===== src/csc_pkg.sv =====
// Function
// - Count programmed wait states before internal acknowledge.
// - External acknowledge overrides internal one, ends cycle.
// - Internal acknowledge only when auto-acknowledge set.
// - Early external acknowledge ends the cycle immediately.
// - Burst advances address after each beat termination.
// - Port width selects the data lanes used.
// - Lane mode clear: no strobes on reads.
// - Lane mode set: lane selects on reads.
// - Burst read off: split wide reads into beats.
// - Burst read on: wide reads run as bursts.
// - Burst write off: split wide writes into beats.
// - Burst write on: wide writes run as bursts.
// - Region 0 resets to full waits, strapped fields.
// - Region 0 is global select out of reset.
// - Region selects only when valid, except global.
package csc_pkg;

  localparam int NREG = 8;

  // Register indices; the APB byte address is four times the index.
  localparam logic [7:0] CTRL_IDX [NREG] = '{8'h8a, 8'h96, 8'ha2, 8'hae, 8'hba, 8'hc6, 8'hd2, 8'hde};
  localparam logic [7:0] STATUS_IDX      = 8'he0;

  localparam logic [15:0] CTRL_WR_MASK   = 16'h3df8;
  localparam logic [15:0] CTRL0_RST      = 16'h3c00;
  localparam logic [15:0] CTRL_OTHER_RST = 16'h0000;

  localparam int STRAP_AUTO_BIT  = 7;
  localparam int STRAP_PW_HI_BIT = 6;
  localparam int STRAP_PW_LO_BIT = 5;

  localparam logic [1:0] PW_32 = 2'b00;
  localparam logic [1:0] PW_8  = 2'b01;

  typedef enum logic [1:0] {
    SZ_BYTE = 2'b00,
    SZ_WORD = 2'b01,
    SZ_LONG = 2'b10,
    SZ_LINE = 2'b11
  } xfer_size_t;

  typedef enum logic [1:0] {
    ST_IDLE = 2'b00,
    ST_BEAT = 2'b01,
    ST_GAP  = 2'b10
  } cyc_state_t;

  typedef struct packed {
    logic [1:0] reserved_hi;
    logic [3:0] wait_count;
    logic       reserved_9;
    logic       auto_ack_enable;
    logic [1:0] port_width;
    logic       byte_lane_mode;
    logic       burst_read_enable;
    logic       burst_write_enable;
    logic [2:0] reserved_lo;
  } ctrl_t;

  typedef struct packed {
    logic         write;
    xfer_size_t   size;
    logic [31:0]  addr;
    logic [127:0] wdata;
  } req_t;

endpackage


===== src/chip_select_cycle_control.sv =====
`timescale 1ns/1ns
`default_nettype none
module chip_select_cycle_control
  import csc_pkg::*;
(
  input  wire logic         pclk,
  input  wire logic         presetn,
  input  wire logic [11:0]  paddr,
  input  wire logic         psel,
  input  wire logic         penable,
  input  wire logic         pwrite,
  input  wire logic [31:0]  pwdata,
  output logic      [31:0]  prdata,
  output logic              pready,
  output logic              pslverr,
  input  wire logic         req_valid,
  input  wire req_t         req,
  output logic              req_ready,
  output logic              resp_done,
  output logic              resp_miss,
  output logic      [127:0] resp_rdata,
  input  wire logic [7:0]   region_hit,
  input  wire logic [7:0]   region_valid,
  output logic      [7:0]   region_select_n,
  output logic              global_boot_select,
  output logic      [31:0]  ext_addr,
  output logic              ext_write,
  output logic              burst_active,
  output logic      [31:0]  ext_data_out,
  output logic              ext_data_oe,
  input  wire logic [31:0]  ext_data_in,
  input  wire logic         ext_ack,
  output logic              cycle_done_acknowledge,
  output logic      [3:0]   byte_lane_select,
  output logic      [3:0]   byte_write_strobe
);

  // ==========================================================================
  // Helpers
  function automatic logic [4:0] size_bytes(input xfer_size_t s);
    case (s)
      SZ_BYTE: size_bytes = 5'h01;
      SZ_WORD: size_bytes = 5'h02;
      SZ_LONG: size_bytes = 5'h04;
      default: size_bytes = 5'h10;
    endcase
  endfunction

  function automatic logic [2:0] port_bytes(input logic [1:0] pw);
    if (pw == PW_32) begin
      port_bytes = 3'h4;
    end else if (pw == PW_8) begin
      port_bytes = 3'h1;
    end else begin
      port_bytes = 3'h2;
    end
  endfunction

  function automatic logic [1:0] lane_offset(input logic [1:0] pw, input logic [31:0] a);
    if (pw == PW_32) begin
      lane_offset = a[1:0];
    end else if (pw == PW_8) begin
      lane_offset = 2'h0;
    end else begin
      lane_offset = {1'b0, a[0]};
    end
  endfunction

  function automatic logic [3:0] lane_mask(input logic [2:0] bb, input logic [1:0] off);
    logic [3:0] m;
    m = (bb == 3'h4) ? 4'hf : ((bb == 3'h2) ? 4'hc : 4'h8);
    lane_mask = m >> off;
  endfunction

  // ==========================================================================
  // Registers and state
  ctrl_t        ctrl_ff [NREG];
  logic         strap_done_ff;
  logic         global_ff;
  logic [31:0]  prdata_ff;
  cyc_state_t   state_ff;
  ctrl_t        cur_ctrl_ff;
  logic [2:0]   cur_region_ff;
  logic         write_ff;
  logic         burst_ff;
  logic [4:0]   beats_ff;
  logic [3:0]   cnt_ff;
  logic [3:0]   beat_age_ff;
  logic [31:0]  addr_ff;
  logic [127:0] data_ff;
  logic [127:0] rd_ff;
  logic [2:0]   beat_bytes_ff;
  logic [1:0]   off_ff;
  logic [3:0]   lanes_ff;
  logic [31:0]  dout_ff;
  logic         done_ff;
  logic         miss_ff;

  // ==========================================================================
  // APB decode
  logic       slot_ok;
  logic [2:0] slot_idx;
  logic       stat_ok;
  logic       apb_setup;
  logic       apb_access;

  always_comb begin
    slot_ok  = 1'b0;
    slot_idx = 3'h0;
    for (int i = 0; i < NREG; i++) begin
      if (paddr[11:10] == 2'b00 && paddr[1:0] == 2'b00 && paddr[9:2] == CTRL_IDX[i]) begin
        slot_ok  = 1'b1;
        slot_idx = 3'(i);
      end
    end
    stat_ok = (paddr[11:10] == 2'b00) && (paddr[1:0] == 2'b00) && (paddr[9:2] == STATUS_IDX);
  end

  assign apb_setup  = psel && !penable;
  assign apb_access = psel && penable;
  assign pready     = 1'b1;
  assign pslverr    = apb_access && !(slot_ok || stat_ok);
  assign prdata     = prdata_ff;

  always_ff @(posedge pclk or negedge presetn) begin
    if (!presetn) begin
      prdata_ff <= 32'h0000_0000;
    end else if (apb_setup) begin
      if (slot_ok) begin
        prdata_ff <= {16'h0000, ctrl_ff[slot_idx] & CTRL_WR_MASK};
      end else if (stat_ok) begin
        prdata_ff <= {27'h000_0000, cur_region_ff, global_ff, (state_ff != ST_IDLE)};
      end else begin
        prdata_ff <= 32'h0000_0000;
      end
    end
  end

  // ==========================================================================
  // Control registers; region 0 takes its strapped fields after reset release.
  always_ff @(posedge pclk or negedge presetn) begin
    if (!presetn) begin
      strap_done_ff <= 1'b0;
      for (int i = 0; i < NREG; i++) begin
        ctrl_ff[i] <= (i == 0) ? ctrl_t'(CTRL0_RST) : ctrl_t'(CTRL_OTHER_RST);
      end
    end else begin
      if (!strap_done_ff) begin
        strap_done_ff              <= 1'b1;
        ctrl_ff[0].auto_ack_enable <= ext_data_in[STRAP_AUTO_BIT];
        ctrl_ff[0].port_width      <= {ext_data_in[STRAP_PW_HI_BIT], ext_data_in[STRAP_PW_LO_BIT]};
      end
      if (apb_access && pwrite && slot_ok) begin
        ctrl_ff[slot_idx] <= ctrl_t'(pwdata[15:0] & CTRL_WR_MASK);
      end
    end
  end

  // Region 0 answers every address that no valid region hits until software validates it.
  always_ff @(posedge pclk or negedge presetn) begin
    if (!presetn) begin
      global_ff <= 1'b1;
    end else if (region_valid[0]) begin
      global_ff <= 1'b0;
    end
  end

  // ==========================================================================
  // Region pick and beat preparation
  logic [7:0]   hit_vec;
  logic         any_valid;
  logic         use_global;
  logic         accept_ok;
  logic [2:0]   pick_idx;
  ctrl_t        ld_ctrl;
  logic [31:0]  ld_addr;
  logic [127:0] ld_data;
  logic [4:0]   ld_sb;
  logic [2:0]   ld_pb;
  logic [2:0]   ld_bb;
  logic [4:0]   ld_beats;
  logic [1:0]   ld_off;
  logic         ld_burst;
  logic         idle;
  logic         beat_end;
  logic         int_ack;

  assign hit_vec    = region_hit & region_valid;
  assign any_valid  = |hit_vec;
  assign use_global = !any_valid && global_ff;
  assign accept_ok  = any_valid || use_global;
  assign idle       = (state_ff == ST_IDLE);

  always_comb begin
    pick_idx = 3'h0;
    for (int i = NREG - 1; i >= 0; i--) begin
      if (hit_vec[i]) begin
        pick_idx = 3'(i);
      end
    end
  end

  always_comb begin
    ld_ctrl = idle ? ctrl_ff[pick_idx] : cur_ctrl_ff;
    ld_sb   = size_bytes(req.size);
    ld_pb   = port_bytes(ld_ctrl.port_width);
    if (idle) begin
      ld_addr = req.addr;
      ld_data = req.wdata << {(5'h10 - ld_sb), 3'b000};
    end else begin
      ld_addr = addr_ff + {29'h000_0000, beat_bytes_ff};
      ld_data = data_ff << {beat_bytes_ff, 3'b000};
    end
    ld_bb = ({2'b00, ld_pb} < ld_sb) ? ld_pb : ld_sb[2:0];
    case (ld_bb)
      3'h1:    ld_beats = ld_sb;
      3'h2:    ld_beats = ld_sb >> 1;
      default: ld_beats = ld_sb >> 2;
    endcase
    ld_off   = lane_offset(ld_ctrl.port_width, ld_addr);
    ld_burst = (ld_beats > 5'h01) &&
               (req.write ? ld_ctrl.burst_write_enable : ld_ctrl.burst_read_enable);
  end

  // An outside acknowledge ends the beat whatever the count shows.
  assign beat_end = (state_ff == ST_BEAT) &&
                    (ext_ack || (cur_ctrl_ff.auto_ack_enable && cnt_ff == 4'h0));
  assign int_ack  = (state_ff == ST_BEAT) && cur_ctrl_ff.auto_ack_enable &&
                    (cnt_ff == 4'h0) && !ext_ack;

  // ==========================================================================
  // Cycle sequencer
  always_ff @(posedge pclk or negedge presetn) begin
    if (!presetn) begin
      state_ff      <= ST_IDLE;
      cur_ctrl_ff   <= ctrl_t'(CTRL_OTHER_RST);
      cur_region_ff <= 3'h0;
      write_ff      <= 1'b0;
      burst_ff      <= 1'b0;
      beats_ff      <= 5'h00;
      cnt_ff        <= 4'h0;
      beat_age_ff   <= 4'h0;
      addr_ff       <= 32'h0000_0000;
      data_ff       <= '0;
      beat_bytes_ff <= 3'h0;
      off_ff        <= 2'h0;
      lanes_ff      <= 4'h0;
      dout_ff       <= 32'h0000_0000;
      done_ff       <= 1'b0;
      miss_ff       <= 1'b0;
    end else begin
      done_ff <= 1'b0;
      miss_ff <= 1'b0;
      case (state_ff)
        ST_IDLE: begin
          if (req_valid && accept_ok) begin
            state_ff      <= ST_BEAT;
            cur_ctrl_ff   <= ld_ctrl;
            cur_region_ff <= pick_idx;
            write_ff      <= req.write;
            burst_ff      <= ld_burst;
            beats_ff      <= ld_beats;
            cnt_ff        <= ld_ctrl.wait_count;
            beat_age_ff   <= 4'h0;
            addr_ff       <= ld_addr;
            data_ff       <= ld_data;
            beat_bytes_ff <= ld_bb;
            off_ff        <= ld_off;
            lanes_ff      <= lane_mask(ld_bb, ld_off);
            dout_ff       <= ld_data[127:96] >> {ld_off, 3'b000};
          end else if (req_valid) begin
            miss_ff <= 1'b1;
          end
        end
        ST_BEAT: begin
          if (beat_end) begin
            if (beats_ff == 5'h01) begin
              state_ff <= ST_IDLE;
              done_ff  <= 1'b1;
              burst_ff <= 1'b0;
            end else begin
              state_ff      <= burst_ff ? ST_BEAT : ST_GAP;
              beats_ff      <= beats_ff - 5'h01;
              cnt_ff        <= cur_ctrl_ff.wait_count;
              beat_age_ff   <= 4'h0;
              addr_ff       <= ld_addr;
              data_ff       <= ld_data;
              off_ff        <= ld_off;
              lanes_ff      <= lane_mask(beat_bytes_ff, ld_off);
              dout_ff       <= ld_data[127:96] >> {ld_off, 3'b000};
            end
          end else begin
            if (cnt_ff != 4'h0) begin
              cnt_ff <= cnt_ff - 4'h1;
            end
            if (beat_age_ff != 4'hf) begin
              beat_age_ff <= beat_age_ff + 4'h1;
            end
          end
        end
        ST_GAP: begin
          state_ff <= ST_BEAT;
        end
        default: begin
          state_ff <= ST_IDLE;
        end
      endcase
    end
  end

  // Read beats are gathered big end first, right justified in the result.
  logic [31:0] rd_val;
  logic [31:0] rd_piece;
  assign rd_val   = ext_data_in << {off_ff, 3'b000};
  assign rd_piece = rd_val >> {(3'h4 - beat_bytes_ff), 3'b000};

  always_ff @(posedge pclk or negedge presetn) begin
    if (!presetn) begin
      rd_ff <= '0;
    end else if (idle && req_valid && accept_ok) begin
      rd_ff <= '0;
    end else if (beat_end && !write_ff) begin
      rd_ff <= (rd_ff << {beat_bytes_ff, 3'b000}) | {{96{1'b0}}, rd_piece};
    end
  end

  // ==========================================================================
  // Outputs
  logic beat_on;
  assign beat_on                = (state_ff == ST_BEAT);
  assign req_ready              = idle;
  assign resp_done              = done_ff;
  assign resp_miss              = miss_ff;
  assign resp_rdata             = rd_ff;
  assign global_boot_select     = global_ff;
  assign region_select_n        = beat_on ? ~(8'h01 << cur_region_ff) : 8'hff;
  assign ext_addr               = addr_ff;
  assign ext_write              = beat_on && write_ff;
  assign burst_active           = burst_ff;
  assign ext_data_out           = dout_ff;
  assign ext_data_oe            = beat_on && write_ff;
  assign cycle_done_acknowledge = int_ack;
  assign byte_write_strobe      = (beat_on && write_ff) ? lanes_ff : 4'h0;
  assign byte_lane_select       = (beat_on && !write_ff && cur_ctrl_ff.byte_lane_mode) ? lanes_ff : 4'h0;

  // ==========================================================================
  // Checks
  a_wait_full_count: assert property (@(posedge pclk) disable iff (!presetn)
    cycle_done_acknowledge |-> beat_age_ff == cur_ctrl_ff.wait_count)
    else $error("internal acknowledge not after the programmed wait count");

  a_ext_ack_wins: assert property (@(posedge pclk) disable iff (!presetn)
    (beat_on && ext_ack) |-> !cycle_done_acknowledge ##1 (state_ff != ST_BEAT || beat_age_ff == 4'h0))
    else $error("external acknowledge did not end the beat");

  a_no_auto_ack: assert property (@(posedge pclk) disable iff (!presetn)
    (beat_on && !cur_ctrl_ff.auto_ack_enable && !ext_ack) |=> (state_ff == ST_BEAT && !cycle_done_acknowledge))
    else $error("beat ended without external acknowledge");

  a_early_ext_end: assert property (@(posedge pclk) disable iff (!presetn)
    (beat_on && ext_ack && cnt_ff != 4'h0 && beats_ff == 5'h01) |=> resp_done && req_ready)
    else $error("early external acknowledge did not finish the transfer");

  a_burst_addr_step: assert property (@(posedge pclk) disable iff (!presetn)
    (beat_end && beats_ff > 5'h01) |=> ext_addr == $past(ext_addr) + {29'h000_0000, beat_bytes_ff})
    else $error("address did not advance by the beat size");

  a_narrow_lanes: assert property (@(posedge pclk) disable iff (!presetn)
    (beat_on && cur_ctrl_ff.port_width == PW_8) |-> ((byte_write_strobe | byte_lane_select) & 4'h7) == 4'h0)
    else $error("byte port used a lane other than the top one");

  a_read_no_strobe: assert property (@(posedge pclk) disable iff (!presetn)
    (beat_on && !write_ff && !cur_ctrl_ff.byte_lane_mode) |-> (byte_lane_select == 4'h0 && byte_write_strobe == 4'h0))
    else $error("strobes on a read with lane mode clear");

  a_read_lane_sel: assert property (@(posedge pclk) disable iff (!presetn)
    (beat_on && !write_ff && cur_ctrl_ff.byte_lane_mode) |-> (byte_lane_select == lanes_ff && lanes_ff != 4'h0))
    else $error("lane selects missing on a read with lane mode set");

  a_split_gap: assert property (@(posedge pclk) disable iff (!presetn)
    (beat_end && !burst_ff && beats_ff > 5'h01) |=> region_select_n == 8'hff ##1 region_select_n != 8'hff)
    else $error("split transfer did not drop the select between beats");

  a_burst_hold: assert property (@(posedge pclk) disable iff (!presetn)
    (beat_end && burst_ff && beats_ff > 5'h01) |=> region_select_n == $past(region_select_n))
    else $error("burst dropped the select between beats");

  a_boot_reset: assert property (@(posedge pclk) disable iff (!presetn)
    $rose(strap_done_ff) |-> (ctrl_ff[0].wait_count == 4'hf && ctrl_ff[0].auto_ack_enable == $past(ext_data_in[7])))
    else $error("region 0 reset fields wrong");

  a_global_boot: assert property (@(posedge pclk) disable iff (!presetn)
    (req_valid && req_ready && use_global) |=> region_select_n == 8'hfe)
    else $error("global select did not take the cycle");

  a_valid_gate: assert property (@(posedge pclk) disable iff (!presetn)
    (req_valid && req_ready && !any_valid && !global_ff) |=> (resp_miss && region_select_n == 8'hff))
    else $error("select asserted without a valid region");

endmodule
`default_nettype wire


===== config.mk =====
export PLATFORM = sky130hd
export DESIGN_NAME = chip_select_cycle_control
export DESIGN_NICKNAME = d
export VERILOG_FILES = /design/src/csc_pkg.sv /design/src/chip_select_cycle_control.sv
export SDC_FILE = /design/constraint.sdc
export NUM_CORES = 1
export LEC_CHECK = 0
export ABC_AREA = 1
export BUFFER_PORTS_ARGS = -buffer_cell sky130_fd_sc_hd__buf_2
export CAP_MARGIN = 20
export CORE_MARGIN = 1
export CORE_UTILIZATION = 35
export CTS_CLUSTER_SIZE = 10
export DETAILED_ROUTE_END_ITERATION = 8
export HOLD_SLACK_MARGIN = 0.03
export SLEW_MARGIN = 30
export SYNTH_ARGS = -nofsm -noshare
export SYNTH_HDL_FRONTEND = slang
export SYNTH_SLANG_ARGS = --single-unit
export TNS_END_PERCENT = 100

===== constraint.sdc =====
create_clock -name pclk -period 4.1 [get_ports pclk]
set_input_delay 0.205 -clock pclk [delete_from_list [all_inputs] [get_ports pclk]]
set_output_delay 0.205 -clock pclk [all_outputs]
set_load 0.02 [all_outputs]

Word level (Yosys, flattened, before mapping)
Cells that the tools add are included.
W data, S select, Z words.
Word-level totals
  flip-flop bits (word level): 523
  output and inout bits: 250
  word-level logic and storage cells: 302
Cells by class
  add/sub/neg operators: 5
  $lt $le $gt $ge: 5
  equal/unequal tests: 26
  shifts and indexed selects: 9
  muxes and demuxes: 100
  bitwise gates (word level): 5
  reductions and logical operators: 54
Operators by type and width (number)
  $mux W128: 6
  $pmux W128 S2: 1
  $shl A128 B6 Y128: 2
  $mux W32: 7
  $bwmux W128: 1
  $or A128 B32 Y128: 1
  $pmux W32 S2: 2
  $shl A128 B8 Y128: 1
  $mux W121: 1
  $bmux W16 S3: 2
  $mux W14: 6
  $eq A8 B8 Y1 const B: 9
  $mux W3: 19
  $demux W16 S3: 1
  $mux W4: 9
  $add A32 B3 Y32: 1
  $shl A32 B5 Y32: 1
  $shr A32 B5 Y32: 1
  $shr A32 B6 Y32: 1
  $logic_and A1 B1 Y1: 30
  $mux W2: 11
  $mux W1: 20
  $mux W5: 4
  $pmux W5 S2: 2
  39 further kinds: 65

Longest topological paths before layout
  depth after elaboration: 25
  depth in mapped cells: 28
  depth with buffers taken out: 28

Worst setup path before layout
Ideal clock, no wire load.
  path type: flip-flop to flip-flop
  start point: register beat_bytes_ff[1]
  end point: register rd_ff[15], in the netlist resp_rdata[15]
  library setup time: 0.083 ns
  arrival: 3.097 ns
  data required time: 4.017 ns
  setup slack: 0.920 ns
  stages on the path, launching flop included: 17
  buffers on the path: 6
  clock period less this slack: 3.180 ns
  path through: dfrtp_1 -> clkbuf_1 -> inv_1 -> clkbuf_1 -> clkbuf_1 -> clkbuf_1 -> clkbuf_1 -> ha_1 -> ha_1 -> clkbuf_1 -> nor2_1 -> inv_1 -> a21oi_1 -> o21ai_0 -> o221ai_1 -> nand2_1 -> o21ai_0
On the way
  word-level cells in the longest chain between the ends: 5
  elaborated cells between the ends (all ways): 6
  classes of those cells: add/sub (1); shift (2); mux (2); bitwise (1)
Ends and longest elaborated chain
  from (decl): line chip_select_cycle_control.sv:92  | logic [2:0] beat_bytes_ff;
  from (signal assigned): line chip_select_cycle_control.sv:267  | beat_bytes_ff <= ld_bb;
  $sub A3 B3 Y3: line chip_select_cycle_control.sv:315  | assign rd_piece = rd_val >> {(3'h4 - beat_bytes_ff), 3'b000};
  $shr A32 B6 Y32: line chip_select_cycle_control.sv:315
  $or A128 B32 Y128 (*): line chip_select_cycle_control.sv:323  | rd_ff <= (rd_ff << {beat_bytes_ff, 3'b000}) | {{96{1'b0}}, rd_piece};
  $mux W128 (*): line chip_select_cycle_control.sv:322  | end else if (beat_end && !write_ff) begin
  $mux W128 (*): line chip_select_cycle_control.sv:320  | end else if (idle && req_valid && accept_ok) begin
  to (signal assigned): line chip_select_cycle_control.sv:323
  to (decl): line chip_select_cycle_control.sv:91  | logic [127:0] rd_ff;
Mark *: on every way between the ends. The rest lies on a longest branch, timed or not. The select of a mux whose other input is x is not followed.
A chain may end at the register's enable or synchronous reset.

Worst setup path in the final report
  start point: input paddr[3]
  end point: register ctrl_ff[118] in the netlist's numbering
On the way
  word-level cells in the longest chain between the ends: 16
  elaborated cells between the ends (all ways): 40
  classes of those cells: order compare (2); eq/ne (8); mux (19); bitwise (1); reduce/logical (10)
Ends and longest elaborated chain
  from (decl): line chip_select_cycle_control.sv:8  | input wire logic [11:0] paddr,
  $eq A8 B8 Y1: line chip_select_cycle_control.sv:111  | if (paddr[11:10] == 2'b00 && paddr[1:0] == 2'b00 && paddr[9:2] == CTRL_IDX[i]) begin
  $logic_and A1 B1 Y1: line chip_select_cycle_control.sv:111
  $mux W1: line chip_select_cycle_control.sv:111
  $mux W2 (2 in series): line chip_select_cycle_control.sv:111
  $mux W3 (4 in series): line chip_select_cycle_control.sv:111
  $not A3 Y4 (implied by the code): line chip_select_cycle_control.sv:154  | ctrl_ff[slot_idx] <= ctrl_t'(pwdata[15:0] & CTRL_WR_MASK);
  $ge A4 B4 Y1 (implied by the code) / $lt A4 B1 Y1 (equally long branches): line chip_select_cycle_control.sv:154
  $logic_and A1 B1 Y1 (implied by the code): line chip_select_cycle_control.sv:154
  $mux W16 (implied by the code): line chip_select_cycle_control.sv:154
  $demux W16 S3: line chip_select_cycle_control.sv:154
  $bwmux W128: line chip_select_cycle_control.sv:154
  $mux W121 (*): line chip_select_cycle_control.sv:153  | if (apb_access && pwrite && slot_ok) begin
  to (signal, indexed assignment): line chip_select_cycle_control.sv:145  | ctrl_ff[i] <= (i == 0) ? ctrl_t'(CTRL0_RST) : ctrl_t'(CTRL_OTHER_RST);
  to (signal, indexed assignment): line chip_select_cycle_control.sv:154
  to (decl): line chip_select_cycle_control.sv:77  | ctrl_t ctrl_ff [NREG];
Mark *: on every way between the ends. The rest lies on a longest branch, timed or not.

==> metrics.md <==
| Metric | Value |
|---|---|
| Yosys top cell area share | `37.59%` |
| Largest net degree at the start of global routing | `229` |
| Filler Cell Count | `8,848` |
| Reg-to-reg slack, setup | `650 ps` |
| Worst Skew | `23.10 ps` |
| Core region area | `0.08382 sq mm` |
| Ratio of cells with drive above 1 in the final layout | `15.06%` |
| Final period util | `85.95%` |
| Fin. Hold Viols | `0` |
| Die Area | `between 0.08 and 0.09 sq mm` |
| Internal Pwr Total | `14,240 uW` |
| Hold Path Class | `input port to flip-flop` |
| Skew-Pair Late Insertion Delay | `640 ps` |
| Synth cell types | `62` |
| Hold_buf cts | `between 100 and 150` |
| Global-route wire length before repair | `184,400 um` |
| CTS root buffer | `clkbuf_16` |
| Data arrival time of the worst path | `4040 ps` |
| Site Rows | `106` |
| Mean post-synth cell area | `6.826 sq um` |
| Gpl congestion | `0.9521` |
| Detailed Route Iter0 Violations | `3,341` |
| FF+latch count, synth | `451` |
| CP Class | `input port to flip-flop` |
| Net switching power | `16,560 uW` |
| Max clock buf depth | `3` |
| Placed wire-length estimate | `about 86,000 um` |
| Crit path largest cell delay | `570 ps` |
| P&R area growth vs syn | `20.62%` |
| Worst path cell trace | `dlygate4sd3_1, buf_2, inv_1, nor2_1, inv_2, nor2_4, nand2_1, nor3_2, inv_1, nand2_1, nor2_1, nand2_2, inv_2, nand2_2, nand4_2, inv_2, nand2_1, nor2_2, inv_2, nor2_1, a21oi_1, dlygate4sd3_1` |
| GRT Overall Usage | `27.48%` |
| CP top delay family | `simple AND/OR/NAND/NOR gates` |
| Post-synth EDFFs | `0` |
| DRC | `0` |
| Final Power | `30,800 uW` |
| Final #Nets | `5,025` |
| Vias in the first global route | `just over 30,000` |
| Util after Layout | `42.73%` |
| DP Area | `0.03290 sq mm` |
| Die height | `slightly below 300 um` |
| Logic pwr share | `60.1%` |
| Leak Pwr | `around 0.017 uW` |
| P per Cell Area | `859.9 mW/mm^2` |
| # clock sinks | `~450` |
| Final Cell Area | `0.03582 sq mm` |
| Tmin final | `3524 ps` |
| Clock-pin slew on the worst setup and hold paths | `60 ps` |
| Die W | `293.3 um` |
| CTS tree | `done` |
| Min Hold Slack | `62.80 ps` |
| Netlist Area Pre-Place | `slightly below 0.03 sq mm` |
| Post-route ant nets | `0` |
| Fin. max-slew vios | `0` |
| Kind of launch point of the worst setup path | `input port` |
| Max FO, Critical Path | `14` |
| Register share of total power | `23.5%` |
| Post-CTS sizing | `0` |
| Total Wirelength | `121,800 um` |
| Crit-path slowest cell | `dlygate4sd3_1` |
| Wirelength per Cell | `20.53 um` |
| H-tree levels | `2` |
| Top post-synthesis cells by area | `dfrtp_1, nand2_1, o21ai_0, inv_1, a21oi_1` |
| Ys async rst share | `100.0%` |
| Initial antenna violation count | `1` |
| Max-cap violations | `0` |
| Max VDD drop | `722.4 uV` |
| Sw frac | `53.76%` |
| Setup Viol. Count Final | `0` |
| Via Count | `32,400` |
| Seq/Total Area, Yosys | `38.03%` |
| Prevailing post-synth register cell | `dfrtp_1` |
| PortBufs | `469` |
| Starting Density | `35.43%` |
| Synth area leader | `dfrtp_1` |
| Status | `finished clean` |
| Max-Slew Margin vs Limit | `31.55%` |
| Clock power share | `16.4%` |
| Worst Tran Pin Value | `1026 ps` |
| Worst setup EP type | `flip-flop` |
| Mapped Cells | `4,350` |
| Grt ovf | `0` |
| RSZ-0062 raised after global routing | `false` |
| Most frequent CP cell | `inv_2` |
| Crit path required time | `4620 ps` |
| Setup Fix Bufs, Post-CTS | `0` |
| CP Buf/Inv Count | `9` |
| Vias per inst | `5.463` |
| Total CTS buffers | `57` |
| TNS Setup | `0 ps` |
| Yosys warning count | `0` |
| Max frequency | `between 0.2 and 0.3 GHz` |
| # IOs | `between 500 and 600` |
| Pre-Repair DR Iteration Count | `7` |
-- worst min-delay path: stages --
cell and delay [ps]:
buf_2 120, inv_1 90, o22ai_1 90, nand2_1 60
o21ai_0 70
-- Yosys cell counts, drive strengths merged (2+ instances only) --
cell type and number:
o2111ai 5, ha 12, dfstp 5, o221ai 89, o22ai 81, buf 113, o211ai 46, a22o 2
o311ai 3, conb 2, a21oi 182, clkinv 5, inv 419, nand3 142, nand2 1270, a22oi 19
nor3 30, a32o 6, a211oi 28, dfrtp 446, nor2 219, xor2 12, o21ai 871, or2 10
nand4 16, o41ai 3, a32oi 18, o32ai 3, a21o 3, a31oi 20, a221oi 3, clkbuf 217
o31ai 2, mux2i 27, nand3b 5, nor4 7, a2bb2oi 4
-- cell families after synthesis --
family | synth area share (%)
muxes | 0.9102
AOI/OAI and AO/OA | 26.53
DFF | 38.03
buffers and inverters | 10.15
xor gates and xnor gates | 0.3835
and+or+nand+nor | 23.40
other | 0.02529
adders and majority gates | 0.5731
-- placed cells by master, fill, tap and decap left out, drive strengths merged, types with 3 or more instances in the layout --
cell type and count:
a32o 6, o311ai 3, o41ai 3, o221ai 89
clkbuf 90, a21oi 182, nand3b 5, nor2 219
nor3 30, o22ai 81, nand2 1270, xor2 12
or2 10, a21o 3, dfrtp 446, mux2i 27
o2111ai 5, dlygate4sd3 108, o21ai 871, dfstp 5
nand4 16, conb 21, inv 419, buf 544
o32ai 3, nand3 142, o211ai 46, a221oi 3
nor4 7, a211oi 28, ha 12, a22oi 19
clkinv 14, a31oi 20, bufinv 4, a32oi 18
a2bb2oi 4
-- stage by stage --
| stage | instances | setup slack (ps) |
|---|---|---|
| CTS | 5928 | 661.9 |
| finish | 5930 | 575.9 |
| global route | 5929 | 276.3 |
| floorplan | 4369 | 920.3 |
| detailed placement | 5717 | 735.6 |
| global placement | 5717 | 742.2 |
-- cell type report --
| cell class | instances | area [sq um] | area share [%] |
|---|---|---|---|
| inverter | 424 | 1608 | 4.489 |
| clock inverter | 13 | 216.5 | 0.6043 |
| sequential | 451 | 11300 | 31.55 |
| antenna | 2 | 5.005 | 0.01397 |
| multi-input combinational | 3164 | 15510 | 43.30 |
| tap | 1134 | 1419 | 3.961 |
| timing repair buffer | 652 | 4151 | 11.59 |
| clock buffer | 90 | 1610 | 4.496 |
-- path summary, 6_finish.rpt --
kind                                  from              end  depth (start not counted)
max in group asynchronous          presetn   resp_rdata[83]                          3
min                                req[11]      data_ff[11]                          5
max reg2reg                      off_ff[1]    resp_rdata[0]                          7
max                               paddr[3]     ctrl_ff[118]                         22
min reg2reg                resp_rdata[121]  resp_rdata[121]                          2
min in group asynchronous          presetn  ext_data_out[2]                          2
-- state kept, by name, summed over array words and instances, names as in the netlist, 4 cells and up --
name	count
cur_ctrl_ff	9
ctrl_ff	80
resp_rdata	128
ext_addr	32
cnt_ff	4
lanes_ff	4
ext_data_out	32
beats_ff	5
prdata	13
data_ff	128
-- power by group through the flow --
stage	Clock [uW]	Sequential, uW	Combinational (uW)
final	5050	7230	18500
after global routing	5330	7400	20400
after CTS	5150	7220	18300
after detailed placement	0	7280	18200
after global placement	0	7260	18000
after floorplan	0	7870	11600
-- layer usage --
layer	part of all wire, %	vias to the layer above	GRT usage (%)
li1	-	15390	-
met1	43	15390	37.84
met2	46	1409	44.11
met3	7.9	210	4.516
met4	3.2	0	8.257
met5	0	-	0
Power figures use the tool's default switching activity.
